`src/core/rcu_params.svh`:
```
// Register map, reset values, character codes and timing figures of the command utility.
`ifndef RCU_PARAMS_SVH
`define RCU_PARAMS_SVH
`define A_TOL        8'h00
`define A_EVT        8'h04
`define A_NOTE_START 8'h08
`define A_NOTE_IN    8'h0c
`define A_NOTE_OUT   8'h10
`define A_RADIX      8'h14
`define A_UNLOCK     8'h18
`define A_PUD        8'h1c
`define A_CAL_ITE    8'h20
`define A_CAL_VAL    8'h24
`define A_COND       8'h28
`define A_CAL_RDY    8'h2c
`define A_ERR        8'h30
`define UNLOCK_KEY   32'h0000a5c3
`define TOL_CUR_RST  16'h0064
`define TOL_WIN_RST  16'h1388
`define COND_RDY_BIT 11
`define TOK_DEC      24'h444543
`define TOK_HEX      24'h484558
`define TOK_BIN      24'h42494e
`define TOK_OCT      24'h4f4354
`define CASE_FOLD    24'hdfdfdf
`define PFX_HEX      8'h48
`define PFX_BIN      8'h42
`define PFX_OCT      8'h4f
`define CHR_SPACE    8'h20
`define CHR_QUOTE    8'h22
`define CHR_NULL     8'h00
`define NOTE_LAST    5'd16
`define REPLY_LAST   5'd17
`define ITE_LIM_MA   16'h0fa0
`define ITE_DRV_MA   16'h03e8
`define SENS_SHOW_MS 2000
`define MCLK_KHZ     25000
`endif

```
`src/core/rcu_pkg.sv`:
```
// Types shared by the command utility.
package rcu_pkg;
	typedef enum logic [1:0] {RAD_DEC, RAD_HEX, RAD_BIN, RAD_OCT} radix_t;
	typedef enum logic [1:0] {CAL_IDLE, CAL_ZERO, CAL_DRIVE, CAL_READY} cal_t;
endpackage

```
`src/core/remote_command_utility.sv`:
```
// Remote command utility: tolerance, user note, radix, unlock and cooler calibration.
// Operation
// - Tolerance flag change sets laser event bit.
// - Tolerance reply: current first, then window.
// - Any character accepted; null ends the note.
// - Short note padded with spaces.
// - Sixteen bytes end note; further characters ignored.
// - Stored note kept in nonvolatile memory.
// - Note reply is sixteen quoted bytes.
// - Never stored note replies all spaces.
// - Radix keyword recognised by three letters.
// - Status replies follow radix, with prefix.
// - Program data accepted in any radix.
// - Decimal at power-up; selection kept.
// - Radix query returns DEC, BIN, HEX, OCT.
// - Protected data write needs prior unlock.
// - Calibration locks panel, adjusts modes.
// - Calibration: current mode, cooler on, 4A/1A.
// - Readiness shown on condition bit 11.
// - Readiness query replies 1 or 0.
// - Local sensor calibration shows switch two seconds.
// - Local calibration beeps, enables set key.
// - Default tolerance 10.0 mA over 5 s.
`timescale 1ns/1ps
`include "rcu_params.svh"
module remote_command_utility #(
	parameter int unsigned SHOW_CYC = `SENS_SHOW_MS * `MCLK_KHZ
) (
	input  wire logic          mclk,
	input  wire logic          sys_rst,
	input  wire logic          psel,
	input  wire logic          penable,
	input  wire logic          pwrite,
	input  wire logic [7:0]    paddr,
	input  wire logic [31:0]   pwdata,
	output logic [31:0]        prdata,
	output logic               pready,
	output logic               pslverr,
	input  wire logic          inTolPin,
	input  wire logic          zeroDonePin,
	input  wire logic          localItePin,
	input  wire logic          localSensPin,
	input  wire logic [1:0]    sensSwPin,
	output logic               laserEvt,
	output rcu_pkg::radix_t    radixSel,
	output logic [7:0]         radixPfx,
	output logic               unlocked,
	output logic               pudWe,
	output logic [31:0]        pudData,
	output logic               nvWe,
	output logic               nvClr,
	output logic [3:0]         nvAddr,
	output logic [7:0]         nvData,
	output logic               panelLock,
	output logic               iteMode,
	output logic               coolerOn,
	output logic [15:0]        iteLimitMa,
	output logic [15:0]        iteSetMa,
	output logic               calReady,
	output logic               beep,
	output logic               setKeyEn,
	output logic               calValWe,
	output logic [31:0]        calValue,
	output logic               dispShow,
	output logic [1:0]         dispCode
);
	import rcu_pkg::*;

	logic [5:0]        syn1_q;
	logic [5:0]        syn2_q;
	logic              tolNow;
	logic              zeroDone;
	logic              locIte;
	logic              locSens;
	logic              setup;
	logic              wrEn;
	logic              rdEn;
	logic              hit;
	logic [31:0]       rdMux;
	logic [23:0]       radTok;
	logic              radOk;
	radix_t            radNew;
	logic [7:0]        noteByte;
	logic              noteChar;
	logic [31:0]       prdata_q, prdata_d;
	logic              slvErr_q, slvErr_d;
	logic [15:0]       tolCur_q, tolCur_d;
	logic [15:0]       tolWin_q, tolWin_d;
	logic              tolPrev_q, tolPrev_d;
	logic              evt_q, evt_d;
	logic              err_q, err_d;
	radix_t            radix_q, radix_d;
	logic              unlock_q, unlock_d;
	logic              pudWe_q, pudWe_d;
	logic [31:0]       pud_q, pud_d;
	logic [15:0][7:0]  note_q, note_d;
	logic [4:0]        idx_q, idx_d;
	logic              open_q, open_d;
	logic [4:0]        outPtr_q, outPtr_d;
	logic              nvWe_q, nvWe_d;
	logic              nvClr_q, nvClr_d;
	logic [3:0]        nvAddr_q, nvAddr_d;
	logic [7:0]        nvData_q, nvData_d;
	cal_t              state_q, state_d;
	logic              half_q, half_d;
	logic              beep_q, beep_d;
	logic              calWe_q, calWe_d;
	logic [31:0]       calVal_q, calVal_d;
	logic              locIPrev_q, locIPrev_d;
	logic              locSPrev_q, locSPrev_d;
	logic [31:0]       dispCnt_q, dispCnt_d;
	logic [1:0]        dispCode_q, dispCode_d;

	// Every pin is foreign to mclk, so all of them pass two flops before use.
	always_ff @(posedge mclk) begin
		syn1_q <= {sensSwPin, localSensPin, localItePin, zeroDonePin, inTolPin};
		syn2_q <= syn1_q;
	end
	assign tolNow   = syn2_q[0];
	assign zeroDone = syn2_q[1];
	assign locIte   = syn2_q[2];
	assign locSens  = syn2_q[3];

	// Bus phases; read data is latched in setup so it comes from a flop in access.
	assign setup    = psel && !penable;
	assign wrEn     = psel && penable && pwrite;
	assign rdEn     = psel && penable && !pwrite;
	assign pready   = 1'b1;
	assign prdata   = prdata_q;
	assign pslverr  = slvErr_q;
	assign noteChar = wrEn && paddr == `A_NOTE_IN && open_q;

	// Reply byte stream: quote, sixteen note bytes, quote.
	always_comb begin
		if (outPtr_q == 5'd0 || outPtr_q == `REPLY_LAST) begin
			noteByte = `CHR_QUOTE;
		end else begin
			noteByte = note_q[4'(outPtr_q - 5'd1)];
		end
	end

	// Keyword check folds case and looks at three letters only.
	always_comb begin
		radTok = pwdata[23:0] & `CASE_FOLD;
		radOk  = 1'b1;
		radNew = RAD_DEC;
		unique case (radTok)
			`TOK_DEC: radNew = RAD_DEC;
			`TOK_HEX: radNew = RAD_HEX;
			`TOK_BIN: radNew = RAD_BIN;
			`TOK_OCT: radNew = RAD_OCT;
			default:  radOk = 1'b0;
		endcase
	end

	// Address decode and read multiplexer.
	always_comb begin
		hit   = 1'b1;
		rdMux = 32'h0;
		case (paddr)
			`A_TOL:        rdMux = {tolWin_q, tolCur_q};
			`A_EVT:        rdMux = {31'h0, evt_q};
			`A_NOTE_START: rdMux = 32'h0;
			`A_NOTE_IN:    rdMux = 32'h0;
			`A_NOTE_OUT:   rdMux = {24'h0, noteByte};
			`A_RADIX: begin
				unique case (radix_q)
					RAD_DEC: rdMux = {8'h0, `TOK_DEC};
					RAD_HEX: rdMux = {8'h0, `TOK_HEX};
					RAD_BIN: rdMux = {8'h0, `TOK_BIN};
					RAD_OCT: rdMux = {8'h0, `TOK_OCT};
				endcase
			end
			`A_UNLOCK:     rdMux = {31'h0, unlock_q};
			`A_PUD:        rdMux = pud_q;
			`A_CAL_ITE:    rdMux = {30'h0, state_q};
			`A_CAL_VAL:    rdMux = calVal_q;
			`A_COND:       rdMux = 32'(calReady) << `COND_RDY_BIT;
			`A_CAL_RDY:    rdMux = {31'h0, calReady};
			`A_ERR:        rdMux = {31'h0, err_q};
			default:       hit = 1'b0;
		endcase
	end

	// Bus registers; read-to-clear flags clear first so a same-cycle set wins.
	always_comb begin
		prdata_d  = prdata_q;
		slvErr_d  = slvErr_q;
		tolCur_d  = tolCur_q;
		tolWin_d  = tolWin_q;
		tolPrev_d = tolNow;
		evt_d     = evt_q;
		err_d     = err_q;
		radix_d   = radix_q;
		unlock_d  = unlock_q;
		pudWe_d   = 1'b0;
		pud_d     = pud_q;
		if (setup) begin
			prdata_d = rdMux;
			slvErr_d = !hit;
		end
		if (rdEn && paddr == `A_EVT) evt_d = 1'b0;
		if (rdEn && paddr == `A_ERR) err_d = 1'b0;
		if (wrEn) begin
			case (paddr)
				`A_TOL: begin
					tolCur_d = pwdata[15:0];
					tolWin_d = pwdata[31:16];
				end
				`A_RADIX: begin
					if (radOk) radix_d = radNew;
					else err_d = 1'b1;
				end
				`A_UNLOCK: begin
					if (pwdata == `UNLOCK_KEY) unlock_d = 1'b1;
					else err_d = 1'b1;
				end
				`A_PUD: begin
					if (unlock_q) begin
						pudWe_d = 1'b1;
						pud_d   = pwdata;
					end else begin
						err_d = 1'b1;
					end
				end
				default: ;
			endcase
		end
		if (tolNow != tolPrev_q) evt_d = 1'b1;
	end

	always_ff @(posedge mclk) begin
		if (sys_rst) begin
			prdata_q  <= 32'h0;
			slvErr_q  <= 1'b0;
			tolCur_q  <= `TOL_CUR_RST;
			tolWin_q  <= `TOL_WIN_RST;
			tolPrev_q <= 1'b0;
			evt_q     <= 1'b0;
			err_q     <= 1'b0;
			radix_q   <= RAD_DEC;
			unlock_q  <= 1'b0;
			pudWe_q   <= 1'b0;
			pud_q     <= 32'h0;
		end else begin
			prdata_q  <= prdata_d;
			slvErr_q  <= slvErr_d;
			tolCur_q  <= tolCur_d;
			tolWin_q  <= tolWin_d;
			tolPrev_q <= tolPrev_d;
			evt_q     <= evt_d;
			err_q     <= err_d;
			radix_q   <= radix_d;
			unlock_q  <= unlock_d;
			pudWe_q   <= pudWe_d;
			pud_q     <= pud_d;
		end
	end

	// Note store: start fills spaces, each byte is mirrored to the nonvolatile store.
	always_comb begin
		note_d   = note_q;
		idx_d    = idx_q;
		open_d   = open_q;
		outPtr_d = outPtr_q;
		nvWe_d   = 1'b0;
		nvClr_d  = 1'b0;
		nvAddr_d = nvAddr_q;
		nvData_d = nvData_q;
		if (wrEn && paddr == `A_NOTE_START) begin
			note_d  = {16{`CHR_SPACE}};
			idx_d   = 5'd0;
			open_d  = 1'b1;
			nvClr_d = 1'b1;
		end else if (noteChar) begin
			if (pwdata[7:0] == `CHR_NULL) begin
				open_d = 1'b0;
			end else begin
				note_d[idx_q[3:0]] = pwdata[7:0];
				nvWe_d   = 1'b1;
				nvAddr_d = idx_q[3:0];
				nvData_d = pwdata[7:0];
				idx_d    = idx_q + 5'd1;
				if (idx_q == `NOTE_LAST - 5'd1) open_d = 1'b0;
			end
		end
		if (rdEn && paddr == `A_NOTE_OUT) begin
			outPtr_d = (outPtr_q == `REPLY_LAST) ? 5'd0 : outPtr_q + 5'd1;
		end
	end

	// Reset models power-up of an unwritten store, which reads back as spaces.
	always_ff @(posedge mclk) begin
		if (sys_rst) begin
			note_q   <= {16{`CHR_SPACE}};
			idx_q    <= 5'd0;
			open_q   <= 1'b0;
			outPtr_q <= 5'd0;
			nvWe_q   <= 1'b0;
			nvClr_q  <= 1'b0;
			nvAddr_q <= 4'h0;
			nvData_q <= 8'h0;
		end else begin
			note_q   <= note_d;
			idx_q    <= idx_d;
			open_q   <= open_d;
			outPtr_q <= outPtr_d;
			nvWe_q   <= nvWe_d;
			nvClr_q  <= nvClr_d;
			nvAddr_q <= nvAddr_d;
			nvData_q <= nvData_d;
		end
	end

	// Cooler current calibration: two halves, each ending with an accepted value.
	always_comb begin
		state_d    = state_q;
		half_d     = half_q;
		beep_d     = 1'b0;
		calWe_d    = 1'b0;
		calVal_d   = calVal_q;
		locIPrev_d = locIte;
		locSPrev_d = locSens;
		dispCnt_d  = (dispCnt_q != 32'h0) ? dispCnt_q - 32'h1 : 32'h0;
		dispCode_d = dispCode_q;
		unique case (state_q)
			CAL_IDLE: begin
				if ((wrEn && paddr == `A_CAL_ITE) || (locIte && !locIPrev_q)) begin
					state_d = CAL_ZERO;
					half_d  = 1'b0;
				end
			end
			CAL_ZERO: if (zeroDone) state_d = CAL_DRIVE;
			CAL_DRIVE: begin
				state_d = CAL_READY;
				beep_d  = 1'b1;
			end
			CAL_READY: begin
				if (wrEn && paddr == `A_CAL_VAL) begin
					calWe_d  = 1'b1;
					calVal_d = pwdata;
					half_d   = 1'b1;
					state_d  = half_q ? CAL_IDLE : CAL_DRIVE;
				end
			end
		endcase
		if (locSens && !locSPrev_q) begin
			dispCnt_d  = SHOW_CYC;
			dispCode_d = syn2_q[5:4];
		end
	end

	always_ff @(posedge mclk) begin
		if (sys_rst) begin
			state_q    <= CAL_IDLE;
			half_q     <= 1'b0;
			beep_q     <= 1'b0;
			calWe_q    <= 1'b0;
			calVal_q   <= 32'h0;
			locIPrev_q <= 1'b0;
			locSPrev_q <= 1'b0;
			dispCnt_q  <= 32'h0;
			dispCode_q <= 2'b00;
		end else begin
			state_q    <= state_d;
			half_q     <= half_d;
			beep_q     <= beep_d;
			calWe_q    <= calWe_d;
			calVal_q   <= calVal_d;
			locIPrev_q <= locIPrev_d;
			locSPrev_q <= locSPrev_d;
			dispCnt_q  <= dispCnt_d;
			dispCode_q <= dispCode_d;
		end
	end

	// Outputs; the status formatter downstream takes radix and prefix from here.
	assign laserEvt   = evt_q;
	assign radixSel   = radix_q;
	assign radixPfx   = (radix_q == RAD_HEX) ? `PFX_HEX :
	                    (radix_q == RAD_BIN) ? `PFX_BIN :
	                    (radix_q == RAD_OCT) ? `PFX_OCT : 8'h00;
	assign unlocked   = unlock_q;
	assign pudWe      = pudWe_q;
	assign pudData    = pud_q;
	assign nvWe       = nvWe_q;
	assign nvClr      = nvClr_q;
	assign nvAddr     = nvAddr_q;
	assign nvData     = nvData_q;
	assign panelLock  = state_q != CAL_IDLE;
	assign iteMode    = state_q != CAL_IDLE;
	assign coolerOn   = state_q != CAL_IDLE;
	assign iteLimitMa = (state_q == CAL_READY) ? `ITE_LIM_MA : 16'h0;
	assign iteSetMa   = (state_q == CAL_READY) ? `ITE_DRV_MA : 16'h0;
	assign calReady   = state_q == CAL_READY;
	assign beep       = beep_q;
	assign setKeyEn   = state_q == CAL_READY;
	assign calValWe   = calWe_q;
	assign calValue   = calVal_q;
	assign dispShow   = dispCnt_q != 32'h0;
	assign dispCode   = dispCode_q;
endmodule

```
`config.mk`:
```
export PLATFORM = sky130hd
export DESIGN_NAME = remote_command_utility
export DESIGN_NICKNAME = d
export VERILOG_FILES = /design/src/core/rcu_pkg.sv /design/src/core/remote_command_utility.sv
export VERILOG_INCLUDE_DIRS = /design/src /design/src/core
export SDC_FILE = /design/constraint.sdc
export NUM_CORES = 1
export LEC_CHECK = 0
export BUFFER_PORTS_ARGS = -buffer_cell sky130_fd_sc_hd__buf_2
export CORE_MARGIN = 2
export CORE_UTILIZATION = 62
export CTS_BUF_LIST = sky130_fd_sc_hd__clkbuf_16
export DETAILED_ROUTE_END_ITERATION = 10
export MAX_ROUTING_LAYER = met4
export PLACE_DENSITY = 0.93
export REMOVE_ABC_BUFFERS = 1
export SETUP_SLACK_MARGIN = 0.1
export SLEW_MARGIN = 25
export SYNTH_ARGS = -nofsm -noshare
export SYNTH_HDL_FRONTEND = slang
export SYNTH_SLANG_ARGS = --single-unit
```
`constraint.sdc`:
```
create_clock -name mclk -period 5.2 [get_ports mclk]
set_input_delay 1.04 -clock mclk [delete_from_list [all_inputs] [get_ports mclk]]
set_output_delay 1.04 -clock mclk [all_outputs]
set_load 0.01 [all_outputs]
```
==> impl_results.md, run 1 <==
- Mapped Avg Cell Area: 9.29 um2
- Crit path largest cell delay: 600 ps
- Num CTS Buffers: 35
- Setup Viol. Count Final: 0
- GRT overflow: 0
- Fmax: 305 MHz
- Layout cells sized above 1: 19.5%
- Cell Chain, Critical Path: or4_4 > nor4_1 > nand4_1 > buf_2
- Initial antenna violation count: 0
- Seq/Total Area, Yosys: 44.7%
- Final routed DRC violation total: 0
- CTS resizes: 0
- # Post-CTS Setup Buffers: 0
- RSZ-0062 raised after global routing: false
- Final-stage net count: 1,829
- WP data arrival: 2240 ps
- Initial Util: 63.1%
- Critical path endpoint category: output pin
- Largest net degree at the start of global routing: 68
- Post-synth EDFFs: 0
- Period Utilization, post-route: 63.1%
- Critical path type: reg -> out
- Async set-reset flop share out of synthesis: 0%
- GRT Total Usage: 33.1%
- Clk_skew: 33.0 ps
- Post-DP HPWL: 27,900 um
- Hold-fix buffer count after cts: 0
- Clock H-tree levels: 2
- Setup TNS: 0 ps
- Filler cells: 1,691
- Number of global-route vias before repair: 12.8k
- Worst Path Buf+Inv: 1
- Data required, critical path: 4160 ps
- CTS tree: built
- Unique masters post-synth: 73
- Final non-filler cell total: 2,108
- Routed len/inst: 20.4 um
- Core area: 24,200 um2
- Cell count after synthesis: 1,647
- Initial DRT Pass Iterations: 5
- Peak supply drop: 0.000327 V
- Main flop type after synthesis: dfxtp_1
- Synthesized area: 15,300 um2
- Placed Cells incl. Taps: 2,048
- Max-cap violations: 0
- # rows: 57
- FF+latch count, synth: 342
- Register Area: 6850 um2
- DRT antenna net count: 0
- Slew HR: 38.7%
- Slowest CP cell: or4_4
- Routed WL: 42,900 um
- Fin. max-slew vios: 0
- Sink Count: 342
- Vias per cell: 6.27
- Largest delay share family, worst path: simple AND/OR/NAND/NOR gates
- Clk slew on worst S/H paths: 60 ps
- Die area: 26,000 um2
- Most common cell after layout, fill and taps aside: dfxtp_1
- Antenna diodes: 0
- Port Buf Inserts: 193
- CP max FO: 7
- Period minus WS final: 3280 ps
- PD cells: 313 nW/um2
- Worst Setup Start Kind: flip-flop
- Height of the die: 161 um
- Routability cong.: 0.904
- Area grow syn2layout: 12.5%
- Root buf cell: clkbuf_16
- Commonest cells after routing, fill and taps aside: dfxtp_1 (341), nand2_1 (247), nor2_1 (219)
- Status: finished clean
- First-pass GRT wire length: 67,700 um
- Final hold violation count: 0
- CTS max path bufs: 3
- Worst slew pin tran: 919 ps
- Num ports: 218
- HP Class: reg -> reg
- Pleak: 7.71 nW
- Die W: 161 um
- Synth warn: 0
- Hold Worst Slack: 325 ps
- Initial DRC Count: 1,759
- Clk Latency, worst-skew pair: 530 ps
- Vias: 13.2k
- Multi-input gate area: 7700 um2
-- final cells by class --
type / count / area share, %
clock buffers: 36 / 5.23
clock inverters: 24 / 0.683
inverters: 14 / 0.305
multi-input cells: 1147 / 44.7
flip-flops and latches: 342 / 39.8
well taps: 324 / 2.35
repair buffers: 221 / 6.92
-- path summary, 6_finish.rpt --
path | endpoint | depth (start not counted) | start | slack [ps]
min reg2reg | syn2_q[1] | 0 | syn1_q[1] | 320
max reg2reg | prdata[5] | 7 | outPtr_q[1] | 2080
max | dispShow | 4 | dispCnt_q[5] | 1920
min | syn2_q[1] | 0 | syn1_q[1] | 320
-- state kept, by name, summed over array words and instances, names as in the netlist, 2 cells and up --
name       cells
calValue      32
dispCnt_q     32
dispCode       2
idx_q          5
note_q       128
nvAddr         4
nvData         8
outPtr_q       5
prdata        32
pudData       32
radixSel       2
state_q        2
syn1_q         6
syn2_q         6
tolCur_q      16
tolWin_q      16
-- report_power, final --
group	leakage, nW	internal [mW]	switching, mW
sequential	2.77	2.67	0.0396
clock	0.534	1.25	1.03
combinational	4.41	0.131	0.275
-- synth_stat cells (3+ instances only) --
cell / instances / area [um2]
and3_1: 11 / 68.8
mux2_2: 7 / 78.8
o211ai_1: 9 / 67.6
nand2_1: 247 / 927
xnor2_1: 10 / 87.6
clkbuf_1: 76 / 285
nand4_1: 12 / 75.1
buf_4: 46 / 345
mux4_2: 33 / 743
or3b_2: 4 / 35.0
ha_1: 17 / 213
nand4_2: 6 / 75.1
nand3b_1: 16 / 120
nor2_1: 221 / 830
or3_1: 7 / 43.8
or4bb_1: 6 / 67.6
buf_1: 7 / 26.3
a22oi_1: 6 / 45.0
nand3_1: 17 / 85.1
o31ai_1: 7 / 52.6
nor2b_1: 12 / 75.1
nor3_1: 12 / 60.1
xor2_1: 25 / 219
nand2b_1: 4 / 25.0
nor4_1: 14 / 87.6
and2_1: 4 / 25.0
inv_1: 14 / 52.6
or2_2: 3 / 18.8
a211oi_1: 22 / 165
or4_1: 8 / 60.1
buf_2: 35 / 175
dfxtp_1: 342 / 6850
a222oi_1: 17 / 170
nor3_4: 3 / 48.8
mux2i_1: 150 / 1500
nor4b_1: 5 / 43.8
a21oi_1: 120 / 601
nand4_4: 10 / 213
o21ai_0: 16 / 80.1
a31oi_1: 6 / 37.5
a221oi_1: 13 / 114
a32oi_1: 7 / 61.3
-- layer usage --
metal  part of all wire (%)  vias up  GRT usage (%)
met5                      0        -              -
met4                    3.6        0           13.6
met3                     10      138           6.29
met2                     48      798           54.0
met1                     38     6344           40.7
li1                       -     5930              -
-- per-stage QoR --
step	power [mW]	utilization (%)	worst slack (ps)	area, um2
floorplan	2.98	-	793	14500
global placement	3.14	66.8	1610	16200
detailed placement	3.16	66.8	1470	16200
CTS	5.40	71.0	1950	17200
global route	5.55	71.0	1780	17200
finish	5.39	71.0	1920	17200
-- cells by family (layout without fill, tap and decap cells) --
family,after synthesis,count (layout),share of synthesized area (%)
adders and majority gates,17,17,1.39
buffers and inverters,180,295,5.89
and+or+nand+nor,638,638,20.5
other,2,24,0.0491
xor gates and xnor gates,35,35,2.00
AOI/OAI and AO/OA,243,243,10.2
DFF,342,342,44.7
muxes,190,190,15.2
Note: power is estimated with default switching activity, not from simulation.
==> inputs of run 2 (changes only) <==
Settings changed: CORE_UTILIZATION 62 to 52, PLACE_DENSITY 0.93 to 0.84.
Clock period 5.2 ns to 2.7 ns, I/O delays scaled along.
==> run 2 against run 1 <==
Via count fell by 1.1%. Critical path depth did not move. Hold slack got worse by 200 ps. Cell count grew 5.3%. Flip-flop and latch count did not move. Sequential share of layout area is 1.6 points lower. Combinational power grew 110%. Non-clock buffer count grew 45. Wire length rose by 0.75%. Clock power grew 110%. Clock skew down 17 ps.
==> impl_results.md, run 2 (synthesis results as in run 1) <==
- Core area: 28,900 um2 (+19%)
- Root buf cell: clkbuf_16
- Largest net degree at the start of global routing: 47 (-31%)
- Critical path endpoint category: output pin
- Clk Latency, worst-skew pair: 520 ps (about the same)
- GRT Total Usage: 28.3% (-4.8 points)
- Most common cell after layout, fill and taps aside: dfxtp_1
- Initial DRC Count: 1,178 (-33%)
- Number of flip-flops in the largest register: 128 (unchanged)
- PD cells: 610 nW/um2 (+95%)
- Routed len/inst: 19.5 um (-4.3%)
- Period minus WS final: 2540 ps
- Slew HR: 43.4% (+4.7 points)
- Final Power: 10.9 mW (+100%)
- # rows: 62 (+8.8%)
- Placed Cells incl. Taps: 2,151 (+5.0%)
- Area grow syn2layout: 17.1%
- CP max FO: 4 (-3)
- Vias per cell: 5.89 (-6.1%)
- Period Utilization, post-route: 94.1%
- Antenna diodes: 0 (unchanged)
- Final-stage net count: 1,876 (+2.6%)
- Routability cong.: 0.906 (+0.14%)
- Worst Setup Start Kind: flip-flop
- Critical path type: reg -> out
- CTS tree: built
- Vias: 13.1k (-1.1%)
- Initial DRT Pass Iterations: 6 (+1)
- Status: finished clean
- Filler cells: 2,311 (+37%)
- Data required, critical path: 2160 ps (-2000 ps)
- CTS max path bufs: 3 (unchanged)
- Setup Viol. Count Final: 0 (unchanged)
- CP Launch Point: dispCnt_q[5]
- HP Class: in -> reg
- Pleak: 8.02 nW (+3.9%)
- Num CTS Buffers: 37 (+5.7%)
- Final non-filler cell total: 2,220 (+5.3%)
- Fmax: 394 MHz
- Initial antenna violation count: 1 (+1)
- Pre-CTS WS: 56.2 ps (-1420 ps)
- Clock H-tree levels: 2 (unchanged)
- Die W: 176 um (+9.0%)
- Routed WL: 43,300 um (+0.75%)
- Final routed DRC violation total: 0 (unchanged)
- WP data arrival: 2000 ps (-240 ps)
- Reg2Reg Launch Point: outPtr_q[0]
- Commonest cells after routing, fill and taps aside: dfxtp_1 (340), nand2_1 (247), nor2_1 (219)
- Worst Setup Slack, final: 159 ps (-1760 ps)
- Hold_sp: inTolPin
- Max-cap violations: 0 (unchanged)
- Post-DP HPWL: 29,500 um (+5.7%)
- RSZ-0062 raised after global routing: true
- Clk slew on worst S/H paths: 60 ps (about the same)
- Height of the die: 176 um (+9.0%)
- Initial Util: 53.0% (-10 points)
- Sink Count: 342 (unchanged)
- DRT antenna net count: 0 (unchanged)
- GRT overflow: 0 (unchanged)
- Clk_skew: 16.0 ps (-17.0 ps)
- First-pass GRT wire length: 68,100 um (+0.57%)
- Num ports: 218 (unchanged)
- Peak supply drop: 0.000510 V (+56%)
- Layout cells sized above 1: 22.3% (+2.8 points)
- Final hold violation count: 0 (unchanged)
- Fin. max-slew vios: 0 (unchanged)
- Number of global-route vias before repair: 12.8k (-0.18%)
- Die area: 30,800 um2 (+19%)
- Worst slew pin tran: 849 ps (-70.2 ps)
- Largest reg by FF count: note_q
- Port Buf Inserts: 193 (unchanged)
-- run 2: path summary, 6_finish.rpt --
check / end / slack, ps / cells past startpoint
max: dispShow / 160 / 4
min: syn1_q[0] / 120 / 1
max reg2reg: prdata[5] / 260 / 7
min reg2reg: syn2_q[1] / 320 / 0
-- run 2: final cells by class --
cell class              count  area (um2)  area share [%]
clock inverters            28         198            1.10
clock buffers              39         976            5.45
inverters                  14        52.6           0.293
multi-input cells        1147        7720            43.1
well taps                 384         480            2.68
flip-flops and latches    342        6850            38.2
repair buffers            266        1650            9.18
-- run 2: per-stage QoR --
stage               TNS [ps]  area (um2)  util, %  hold slack (ps)
global route               0       17900     62.1              107
detailed placement         0       16700     57.9              313
finish                     0       17900     62.1              121
floorplan            -224240       14500        -              310
CTS                        0       17900     62.0              110
global placement           0       16700     57.9              312
-- run 2: where the power goes --
part	internal [mW]	total, mW	switching [mW]
logic	0.315	0.847	0.533
clock network	2.82	4.88	2.06
registers	5.14	5.21	0.0766
total	8.27	10.9	2.67
-- run 2: critical path: stages (launching register included) --
cell and delay, ps:
dfxtp_2 340, or4_4 560, nor4_4 210, nand4_1 190
buf_2 190
-- run 2: repair_timing --
item,CTS,global route
hold buffers,0,0
gates resized for setup,0,7
cloned,0,0
endpoints found under the setup margin,1,3
buffers inserted,2,0
pin swaps,2,1
-- run 2: metal layers --
layer  GRT usage, %  wire (um)
met5              -          0
met1           35.5      17200
met2           44.7      20300
met4           11.6       1500
met3           5.80       4340
